### src/epp_pkg.sv
// Package of constants for the EPROM programmer controller.
package epp_pkg;
  // Operation codes taken at the user port.
  localparam logic [2:0] OP_PROG_CODE = 3'h0;
  localparam logic [2:0] OP_PROG_KEY = 3'h1;
  localparam logic [2:0] OP_LOCK_ONE = 3'h2;
  localparam logic [2:0] OP_LOCK_TWO = 3'h3;
  localparam logic [2:0] OP_LOCK_THREE = 3'h4;
  localparam logic [2:0] OP_VERIFY = 3'h5;
  localparam logic [2:0] OP_SIGNATURE = 3'h6;
  // Mode pin levels {a, enable, b, c, d} for each operation.
  localparam logic [4:0] MODE_PROG_CODE = 5'h0f;
  localparam logic [4:0] MODE_PROG_KEY = 5'h0d;
  localparam logic [4:0] MODE_LOCK_ONE = 5'h1f;
  localparam logic [4:0] MODE_LOCK_TWO = 5'h1c;
  localparam logic [4:0] MODE_LOCK_THREE = 5'h16;
  localparam logic [4:0] MODE_VERIFY = 5'h03;
  localparam logic [4:0] MODE_SIGNATURE = 5'h00;
  // Strobe pulses per location.
  localparam logic [4:0] PULSES_CODE = 5'h05;
  localparam logic [4:0] PULSES_OTHER = 5'h19;
  // Highest valid encryption array address.
  localparam logic [14:0] KEY_ADDR_MAX = 15'h003f;
  // Timing, in the unit given, and in 10 ns clock cycles.
  localparam int CLK_PERIOD_NS = 10;
  localparam int OSC_CLK_DIV = 10;
  localparam int TCLCL_NS = 2 * OSC_CLK_DIV * CLK_PERIOD_NS;
  localparam int SETUP_TCLCL = 48;
  localparam int SETUP_CYC = (SETUP_TCLCL * TCLCL_NS + CLK_PERIOD_NS - 1) / CLK_PERIOD_NS;
  localparam int VPP_SETUP_US = 10;
  localparam int VPP_SETUP_CYC = (VPP_SETUP_US * 1000 + CLK_PERIOD_NS - 1) / CLK_PERIOD_NS;
  localparam int PULSE_MIN_US = 90;
  localparam int PULSE_MAX_US = 110;
  localparam int PULSE_CYC = ((PULSE_MIN_US + PULSE_MAX_US) / 2) * 1000 / CLK_PERIOD_NS;
  localparam int GAP_US = 10;
  localparam int GAP_CYC = (GAP_US * 1000 + CLK_PERIOD_NS - 1) / CLK_PERIOD_NS;
  localparam int TIMER_W = 14;
endpackage

### src/epp_host.sv
// Controller that drives the EPROM programming and verify pins of the device.
// How it works
// - The oscillator output toggles every 10 system clocks, giving 5 MHz, inside 4 to 6 MHz.
// - The 15-bit address splits into eight low lines, six middle lines and one top line.
// - The data lines carry the code byte out when programming and are read back on verify.
// - Code programming holds reset high, store enable low, mode a low and the rest high.
// - Encryption array programming uses the code levels with mode c low, addresses 0 to 3f only.
// - Lock bits use mode a high with the three fixed patterns of the other pins.
// - Verify and signature reads release the data lines with the strobe and voltage high.
// - Address, data and mode are set up first, then the voltage, then the strobe pulses.
// - Program voltage is raised only around the pulses and dropped back to logic high after.
// - Five pulses are given per code byte and twenty-five per array byte or lock bit.
// - Filling unused code with varied non-ff values is left to the user who feeds bytes.
`timescale 1ns/1ns
module epp_host (
  // Clock, reset and freeze.
  input wire logic sys_clk_i,
  input wire logic reset_n_i,
  input wire logic clk_en_i,
  // User command port.
  input wire logic cmd_valid_i,
  input wire logic [2:0] cmd_op_i,
  input wire logic [14:0] cmd_addr_i,
  input wire logic [7:0] cmd_data_i,
  output logic cmd_ready_o,
  output logic done_o,
  output logic error_o,
  output logic [7:0] rd_data_o,
  // Device pins.
  output logic osc_o,
  output logic reset_pin_o,
  output logic program_store_enable_o,
  output logic latch_strobe_program_pulse_o,
  output logic external_access_program_voltage_o,
  output logic mode_pin_a_o,
  output logic enable_pin_o,
  output logic mode_pin_b_o,
  output logic mode_pin_c_o,
  output logic mode_pin_d_o,
  output logic [7:0] low_address_lines_o,
  output logic [5:0] mid_address_lines_o,
  output logic top_address_line_o,
  input wire logic [7:0] data_port_lines_i,
  output logic [7:0] data_port_lines_o,
  output logic data_port_lines_oe_o
);
  typedef enum logic [2:0] {EPP_IDLE, EPP_SETUP, EPP_VPP_ON, EPP_PULSE, EPP_GAP,
    EPP_VPP_OFF, EPP_READ} epp_state_t;

  localparam logic [13:0] SETUP_N = 14'(epp_pkg::SETUP_CYC - 1);
  localparam logic [13:0] VPP_N = 14'(epp_pkg::VPP_SETUP_CYC - 1);
  localparam logic [13:0] PULSE_N = 14'(epp_pkg::PULSE_CYC - 1);
  localparam logic [13:0] GAP_N = 14'(epp_pkg::GAP_CYC - 1);
  localparam logic [3:0] OSC_N = 4'(epp_pkg::OSC_CLK_DIV - 1);

  function automatic logic [4:0] mode_of(input logic [2:0] op);
    case (op)
      epp_pkg::OP_PROG_CODE: mode_of = epp_pkg::MODE_PROG_CODE;
      epp_pkg::OP_PROG_KEY: mode_of = epp_pkg::MODE_PROG_KEY;
      epp_pkg::OP_LOCK_ONE: mode_of = epp_pkg::MODE_LOCK_ONE;
      epp_pkg::OP_LOCK_TWO: mode_of = epp_pkg::MODE_LOCK_TWO;
      epp_pkg::OP_LOCK_THREE: mode_of = epp_pkg::MODE_LOCK_THREE;
      epp_pkg::OP_SIGNATURE: mode_of = epp_pkg::MODE_SIGNATURE;
      default: mode_of = epp_pkg::MODE_VERIFY;
    endcase
  endfunction

  ////////////////////////////////////////////////////////////////////////////////
  epp_state_t state_q, state_d;
  logic [13:0] timer_q, timer_d;
  logic [4:0] pulses_q, pulses_d;
  logic [3:0] osc_cnt_q;
  logic osc_q;
  logic [2:0] op_q;
  logic [14:0] addr_q;
  logic [7:0] wdata_q;
  logic [7:0] sync1_q, sync2_q;
  logic [4:0] mode_q;
  logic vpp_q, strobe_n_q, oe_q, ready_q, done_q, err_q;
  logic [7:0] rdata_q;

  wire logic timer_done = (timer_q == 14'h0000);
  wire logic is_read = (cmd_op_i == epp_pkg::OP_VERIFY) || (cmd_op_i == epp_pkg::OP_SIGNATURE);
  wire logic bad_op = (cmd_op_i > epp_pkg::OP_SIGNATURE);
  wire logic bad_key = (cmd_op_i == epp_pkg::OP_PROG_KEY) && (cmd_addr_i > epp_pkg::KEY_ADDR_MAX);
  wire logic take = ready_q && cmd_valid_i;
  wire logic take_ok = take && !bad_op && !bad_key;
  wire logic [4:0] pulse_total = (op_q == epp_pkg::OP_PROG_CODE) ? epp_pkg::PULSES_CODE
    : epp_pkg::PULSES_OTHER;

  ////////////////////////////////////////////////////////////////////////////////
  always_comb begin
    state_d = state_q;
    timer_d = timer_done ? timer_q : timer_q - 14'h0001;
    pulses_d = pulses_q;
    case (state_q)
      EPP_IDLE: begin
        if (take_ok) begin
          state_d = EPP_SETUP;
          timer_d = SETUP_N;
          pulses_d = 5'h00;
        end
      end
      EPP_SETUP: begin
        if (timer_done) begin
          if (op_q == epp_pkg::OP_VERIFY || op_q == epp_pkg::OP_SIGNATURE) begin
            state_d = EPP_READ;
          end else begin
            state_d = EPP_VPP_ON;
            timer_d = VPP_N;
          end
        end
      end
      EPP_VPP_ON: begin
        if (timer_done) begin
          state_d = EPP_PULSE;
          timer_d = PULSE_N;
        end
      end
      EPP_PULSE: begin
        if (timer_done) begin
          state_d = EPP_GAP;
          timer_d = GAP_N;
          pulses_d = pulses_q + 5'h01;
        end
      end
      EPP_GAP: begin
        if (timer_done) begin
          if (pulses_q == pulse_total) begin
            state_d = EPP_VPP_OFF;
            timer_d = VPP_N;
          end else begin
            state_d = EPP_PULSE;
            timer_d = PULSE_N;
          end
        end
      end
      EPP_VPP_OFF: begin
        if (timer_done) begin
          state_d = EPP_IDLE;
        end
      end
      EPP_READ: state_d = EPP_IDLE;
      default: state_d = EPP_IDLE;
    endcase
  end

  ////////////////////////////////////////////////////////////////////////////////
  always_ff @(posedge sys_clk_i) begin
    if (!reset_n_i) begin
      osc_cnt_q <= 4'h0;
      osc_q <= 1'b0;
    end else if (clk_en_i) begin
      osc_cnt_q <= (osc_cnt_q == OSC_N) ? 4'h0 : osc_cnt_q + 4'h1;
      if (osc_cnt_q == OSC_N) begin
        osc_q <= !osc_q;
      end
    end
  end

  always_ff @(posedge sys_clk_i) begin
    if (!reset_n_i) begin
      sync1_q <= 8'h00;
      sync2_q <= 8'h00;
    end else if (clk_en_i) begin
      sync1_q <= data_port_lines_i;
      sync2_q <= sync1_q;
    end
  end

  always_ff @(posedge sys_clk_i) begin
    if (!reset_n_i) begin
      state_q <= EPP_IDLE;
      timer_q <= 14'h0000;
      pulses_q <= 5'h00;
    end else if (clk_en_i) begin
      state_q <= state_d;
      timer_q <= timer_d;
      pulses_q <= pulses_d;
    end
  end

  always_ff @(posedge sys_clk_i) begin
    if (!reset_n_i) begin
      op_q <= epp_pkg::OP_VERIFY;
      addr_q <= 15'h0000;
      wdata_q <= 8'h00;
      mode_q <= epp_pkg::MODE_VERIFY;
      oe_q <= 1'b0;
    end else if (clk_en_i && take_ok) begin
      op_q <= cmd_op_i;
      addr_q <= cmd_addr_i;
      wdata_q <= cmd_data_i;
      mode_q <= mode_of(cmd_op_i);
      oe_q <= !is_read;
    end
  end

  always_ff @(posedge sys_clk_i) begin
    if (!reset_n_i) begin
      vpp_q <= 1'b0;
      strobe_n_q <= 1'b1;
      ready_q <= 1'b0;
      done_q <= 1'b0;
      err_q <= 1'b0;
      rdata_q <= 8'h00;
    end else if (clk_en_i) begin
      vpp_q <= (state_d == EPP_VPP_ON) || (state_d == EPP_PULSE) || (state_d == EPP_GAP);
      strobe_n_q <= (state_d != EPP_PULSE);
      ready_q <= (state_d == EPP_IDLE);
      done_q <= (state_q == EPP_READ) || (state_q == EPP_VPP_OFF && timer_done) ||
        (take && !take_ok);
      err_q <= take ? !take_ok : (done_q ? 1'b0 : err_q);
      if (state_q == EPP_READ) begin
        rdata_q <= sync2_q;
      end
    end
  end

  ////////////////////////////////////////////////////////////////////////////////
  assign cmd_ready_o = ready_q;
  assign done_o = done_q;
  assign error_o = err_q;
  assign rd_data_o = rdata_q;
  assign osc_o = osc_q;
  assign reset_pin_o = 1'b1;
  assign program_store_enable_o = 1'b0;
  assign latch_strobe_program_pulse_o = strobe_n_q;
  assign external_access_program_voltage_o = vpp_q;
  assign mode_pin_a_o = mode_q[4];
  assign enable_pin_o = mode_q[3];
  assign mode_pin_b_o = mode_q[2];
  assign mode_pin_c_o = mode_q[1];
  assign mode_pin_d_o = mode_q[0];
  assign low_address_lines_o = addr_q[7:0];
  assign mid_address_lines_o = addr_q[13:8];
  assign top_address_line_o = addr_q[14];
  assign data_port_lines_o = wdata_q;
  assign data_port_lines_oe_o = oe_q;
endmodule

### config.mk
export PLATFORM = sky130hd
export DESIGN_NAME = epp_host
export DESIGN_NICKNAME = d
export VERILOG_FILES = /design/src/epp_pkg.sv /design/src/epp_host.sv
export SDC_FILE = /design/constraint.sdc
export NUM_CORES = 1
export LEC_CHECK = 0
export BUFFER_PORTS_ARGS = -buffer_cell sky130_fd_sc_hd__buf_2
export CORE_AREA = 2 2 88 90
export CTS_CLUSTER_SIZE = 14
export DETAILED_ROUTE_END_ITERATION = 6
export DIE_AREA = 0 0 90 92
export GPL_ROUTABILITY_DRIVEN = 0
export GPL_TIMING_DRIVEN = 1
export PLACE_DENSITY = 0.82
export SYNTH_ARGS = -nofsm -noshare
export SYNTH_HDL_FRONTEND = slang
export SYNTH_SLANG_ARGS = --single-unit
### constraint.sdc
create_clock -name sys_clk_i -period 6.8 [get_ports sys_clk_i]
set_clock_uncertainty 0.2 [all_clocks]
set_input_delay 0.68 -clock sys_clk_i [delete_from_list [all_inputs] [get_ports sys_clk_i]]
set_output_delay 0.68 -clock sys_clk_i [all_outputs]
set_load 0.05 [all_outputs]
# ---- After elaboration in Yosys (flattened, before gate mapping)
# Cells that the tools add are included.
# Widths: inputs -> output; s select.
dict set report word_totals {
  reg_bits 88
  latch_bits 0
  ramBits 0
  rom_bits 0
  in_bits 38
  output_inout_bits 45
  memories 0
}
dict set report op_classes {
  add_sub_neg 3
  n_mul 0
  n_div 0
  magnitude_cmp 2
  n_eq_ne 22
  n_shift 0
  mux 26
  n_bitwise 0
  n_reduce_logical 29
}
# operator count
set ops {}
lappend ops {{$mux 14} 8}
lappend ops {{$pmux 14 s5} 1}
lappend ops {{$pmux 5 s6} 1}
lappend ops {{$eq 3x3->1 const B} 9}
lappend ops {{$mux 3} 8}
lappend ops {{$eq 3x2->1 const B} 6}
lappend ops {{$pmux 3 s6} 1}
lappend ops {{$gt 15x6->1 const B} 1}
lappend ops {{$mux 5} 3}
lappend ops {{$logic_not 14->1} 1}
lappend ops {{$sub 14x1->14 const B} 1}
lappend ops {{$logic_not 3->1} 4}
lappend ops {{$pmux 5 s2} 1}
lappend ops {{$logic_and 1x1->1} 7}
lappend ops {{$eq 3x1->1 const B} 2}
lappend ops {{$logic_or 1x1->1} 6}
lappend ops {{$reduce_and 2->1} 3}
lappend ops {{$add 5x1->5 const B} 1}
lappend ops {{$eq 5x5->1} 1}
lappend ops {{$logic_not 1->1} 5}
lappend ops {{$add 4x1->4 const B} 1}
lappend ops {{$eq 4x4->1 const B} 1}
lappend ops {{$mux 4} 1}
lappend ops {{$ne 2x2->1 const B} 2}
lappend ops {{5 further kinds} 7}

# ---- Depth between registers and ports, before layout
dict set report logic_depth {
  depth_word 9
  mapped_depth 11
  ltp_nobuf 9
}

# ---- Worst setup path after synthesis
# Ideal clock, no wire load.
dict set report synth_timing {
  path_kind {reg2reg}
  start {reg timer_q[0]}
  end {reg timer_q[0]}
  setup_ns 0.120
  t_arrival_ns 2.403
  required_ns 6.480
  slack_ns 4.077
  stages_incl_launch_ff 12
  path_cell_list {dfxtp_1 > inv_1 > ha_1 > or4b_1 > buf_2 > nor4_4 > inv_2 > clkbuf_1 > ha_1 > o2111ai_1 > nand2_1 > o31a_1}
}
dict set report synth_between {
  elab_chain_len 5
}
# item line
set synth_lines {}
lappend synth_lines {{from (decl)} epp_host.sv:70} ;# logic [13:0] timer_q, timer_d;
lappend synth_lines {{from (signal assigned)} epp_host.sv:178} ;# timer_q <= timer_d;
lappend synth_lines {{$sub 14x1->14 or $logic_not 14->1 (tied branches)} {epp_host.sv:94, epp_host.sv:82}}
lappend synth_lines {{$mux 14} epp_host.sv:94} ;# timer_d = timer_done ? timer_q : timer_q - 14'h0001;
lappend synth_lines {{$mux 14} epp_host.sv:106} ;# if (op_q == epp_pkg::OP_VERIFY || op_q == epp_pkg::OP_SIGNATURE) begin
lappend synth_lines {{$mux 14} epp_host.sv:105} ;# if (timer_done) begin
lappend synth_lines {{$pmux 14 s5 (*)} epp_host.sv:96} ;# case (state_q)
# Every way passes the cells marked *; elsewhere a longest branch is shown, timed or not.
# A chain may end at the register's enable or synchronous reset.

# ---- Final worst setup path
dict set report layout_timing {
  start {in cmd_addr_i[10]}
  end {reg addr_q[13]}
}
dict set report layout_between {
  elab_chain_len 5
}
# item line
set layout_lines {}
lappend layout_lines {{from (decl)} epp_host.sv:23} ;# input wire logic [14:0] cmd_addr_i,
lappend layout_lines {{$gt 15x6->1} epp_host.sv:85} ;# wire logic bad_key = (cmd_op_i == epp_pkg::OP_PROG_KEY) && (cmd_addr_i > epp_pkg::KEY_ADDR_MAX);
lappend layout_lines {{$logic_and 1x1->1} epp_host.sv:85}
lappend layout_lines {{$logic_not 1->1} epp_host.sv:87} ;# wire logic take_ok = take && !bad_op && !bad_key;
lappend layout_lines {{$logic_and 1x1->1} epp_host.sv:87}
lappend layout_lines {{$logic_and 1x1->1} epp_host.sv:190} ;# end else if (clk_en_i && take_ok) begin
lappend layout_lines {{to (signal assigned)} epp_host.sv:192} ;# addr_q <= cmd_addr_i;
lappend layout_lines {{to (decl)} epp_host.sv:75} ;# logic [14:0] addr_q;
# No other way between the ends.

==> key figures <==
Run status
  • Status: finished clean

Worst setup path
  • Critical path data arrival time: 3.25 ns
  • WP data required: 6.87 ns
  • Setup CP Type: in2reg
  • RR Startpoint: timer_q[0]
  • FF-to-FF setup slack: 3.66 ns
  • Crit end category: register
  • CP peak stage delay: 1.02 ns
  • Worst R2R End: state_q[0]
  • Worst path slowest cell: a211oi_4
  • Worst-path fanout max: 30
  • FF-to-FF path depth: 8
  • Startpoint Class: input pin
  • CP Cell Sequence: buf_2, or4_1, or3_1, a211oi_4, nand2_1, a21oi_1

Timing
  • Final hold vios: 0
  • Unrepaired setup endpoints after global routing: no
  • Period utilization: 46.8%
  • Worst slew margin: 15.1%
  • Post-route setup slack: 3.62 ns
  • Setup TNS: 0 ns
  • Final setup violation count: 0
  • Max Fclk: 314 MHz
  • Actual slew at the worst max-slew pin: 1.27 ns
  • Min Tclk post-route: 3.18 ns
  • Fin. max-slew vios: 0

Floorplanning
  • Die Footprint: 8280 um^2
  • Starting Density: 56.1%
  • Core Box Area: 7450 um^2
  • Io pins: 83
  • Die height: 92 um
  • Rows: 32
  • Die X: 90 um

Drt
  • First DRT Iteration DRCs: 415
  • Post-route ant nets: 0
  • Number of detailed-route iterations in the first pass: 6
  • Vias/cell: 5.83
  • Drt wl/cell: 15.2 um
  • Total wire length: 10500 um
  • DRC viols: 0
  • Vias: 4013

Global route
  • Gr usage total: 25.1%
  • Largest net degree at the start of global routing: 66
  • Vias in the first global route: 3789
  • Initial antenna violation count: 0
  • Congestion Overflow GR: 0
  • First-pass GRT wire length: 17300 um

Synth
  • Main synth FF type: dfxtp_1
  • Syn nets: 569
  • Synth Instances: 527
  • Synth Warn #: 0
  • Post-synthesis async set-or-reset flop share: 0%
  • Post-synth top area share: 42.1%
  • Distinct cell type count of the synthesized netlist: 68
  • Synth area leaders: dfxtp_1 (42%), nand2_1 (8.8%), a21oi_1 (5.6%), mux2i_1 (5.5%), nor2_1 (4.1%)
  • Yosys top cell by area: dfxtp_1
  • Synthesized area per cell: 7.93 um^2
  • Sequential-to-total area share from yosys stat: 42.1%
  • Synth Register Bits: 88
  • Synthesized area: 4180 um^2
  • Post-synth EDFFs: 0

Clock network
  • Worst skew pair latency: 0.36 ns
  • Clock root cell: clkbuf_8
  • Clock tree buffer depth: 2
  • Cts hold-fix bufs: 0
  • H-tree Lvls: 3
  • Num CTS Buffers: 9
  • TritonCTS clock tree: yes
  • CTS sink cnt: 88
  • Post-CTS sizing: 0
  • Post CTS Setup Buffer Count: 0
  • CTS clk-pin slew, worst paths: 0.09 ns

Cells and area
  • Commonest non-fill, non-tap cell in the layout: nand2_1
  • Nets: 623
  • Commonest cells after routing, fill and taps aside: nand2_1 (98), dfxtp_1 (88), buf_2 (80), a21oi_1 (47), nor2_1 (46)
  • Ant. Diodes: 0
  • Area grow syn2layout: 14.3%
  • Layout cells sized above 1: 18.3%
  • Final Non-Filler Cells: 688
  • Post-route cell area: 4780 um^2

Hold path
  • Hold EP: data_port_lines_o[3]
  • Worst hold path stage count: 2
  • Hold Crit Class: reg2reg
  • Hold wc startpoint: data_port_lines_o[3]

Place
  • PortBufs: 80
  • Inst Count DP: 672
  • Post-place setup slack: 3.31 ns
  • Area after DPL: 4580 um^2
  • Detailed placement HPWL: 6950 um

Pwr
  • Post-route total power: 1.51 mW
  • Power Dens Cells: 317 nW/um^2
  • VDD IR-drop max: 0.190 mV
  • Lkg Pwr: 1.96 nW

Flow run
  • MaxCap Viol Count: 0
[worst max-delay path by stage]
stage	from	slack, ns	end
6_report	cmd_addr_i[10]	3.62	addr_q[13]
3_3_place_gp	cmd_addr_i[10]	3.46	addr_q[11]
2_1_floorplan	timer_q[0]	4.08	timer_q[0]
5_1_grt	cmd_addr_i[10]	3.47	data_port_lines_o[1]
4_1_cts	cmd_addr_i[10]	3.62	addr_q[13]
3_5_place_dp	cmd_addr_i[10]	3.31	addr_q[13]
[cell usage after synthesis (all sizes together) (2+ instances only)]
library cell	n
o32ai	2
a21oi	47
buf	8
nand3	14
nor4	8
xnor2	5
o21a	3
nor2	46
and2	6
a21o	2
dfxtp	88
o31a	2
o22ai	2
conb	2
inv	12
nand2b	3
mux2i	23
or2	2
o31ai	2
a21boi	2
nor2b	5
o211ai	2
nand4	5
nor3	18
a31oi	4
a32o	3
nand2	98
nor3b	2
xor2	3
a22oi	3
o211a	2
a211oi	9
or3	9
clkbuf	31
o21ai	23
or4	3
ha	4
[worst max-delay path, delay by kind of cell]
| kind | cells | cell delay, ns |
|---|---|---|
| and+or+nand+nor | 3 | 1.22 |
| AOI/OAI and AO/OA | 2 | 1.24 |
| buffers and inverters | 1 | 0.10 |
[layout make-up]
| class | instances | area [um^2] |
|---|---|---|
| well taps | 102 | 128 |
| clock inverters | 4 | 53.8 |
| fillers | 658 | 2670 |
| repair buffers | 82 | 415 |
| inverters | 13 | 48.8 |
| multi-input cells | 387 | 2230 |
| clock buffers | 12 | 145 |
| flip-flops and latches | 88 | 1760 |
[routing by layer]
metal / share of wire [%] / wire length (um) / GRT usage (%)
met1: 42 / 4390 / 31.7
met2: 48 / 5040 / 41.5
met3: 7.3 / 762 / 5.75
met4: 2.5 / 261 / 10.1
met5: 0 / 0 / 0
[kinds of logic (layout without fill, tap and decap cells)]
| logic type | after synthesis | in the layout | share of synthesized area, % |
|---|---|---|---|
| flops | 88 | 88 | 42.1 |
| buf+inv | 52 | 111 | 5.00 |
| xor+xnor | 8 | 8 | 1.68 |
| mux | 24 | 24 | 5.77 |
| fa+ha+maj | 4 | 4 | 1.20 |
| simple gates | 227 | 227 | 25.5 |
| compound gates | 122 | 122 | 18.5 |
| other cells | 2 | 2 | 0.180 |
[state kept, by name (all words and copies together), names as in the netlist]
name,flops
error_o,1
data_port_lines_o,8
pulses_q,5
timer_q,14
sync2_q,8
latch_strobe_program_pulse_o,1
rd_data_o,8
addr_q,15
osc_cnt_q,4
state_q,3
osc_o,1
done_o,1
op_q,3
mode_q,5
sync1_q,8
data_port_lines_oe_o,1
external_access_program_voltage_o,1
cmd_ready_o,1
[power breakdown]
group | total [mW] | internal [mW] | switching [mW]
Clock | 0.367 | 0.181 | 0.186
Sequential | 0.624 | 0.562 | 0.0624
Combinational | 0.522 | 0.194 | 0.329
Total | 1.51 | 0.936 | 0.577
[through the flow]
step | hold WS (ns) | util, %
2_1_floorplan | 0.231 | -
3_3_place_gp | 0.239 | 61.5
3_5_place_dp | 0.245 | 61.5
4_1_cts | 0.255 | 64.2
5_1_grt | 0.274 | 64.2
6_report | 0.254 | 64.2
Power figures use the tool's default switching activity.
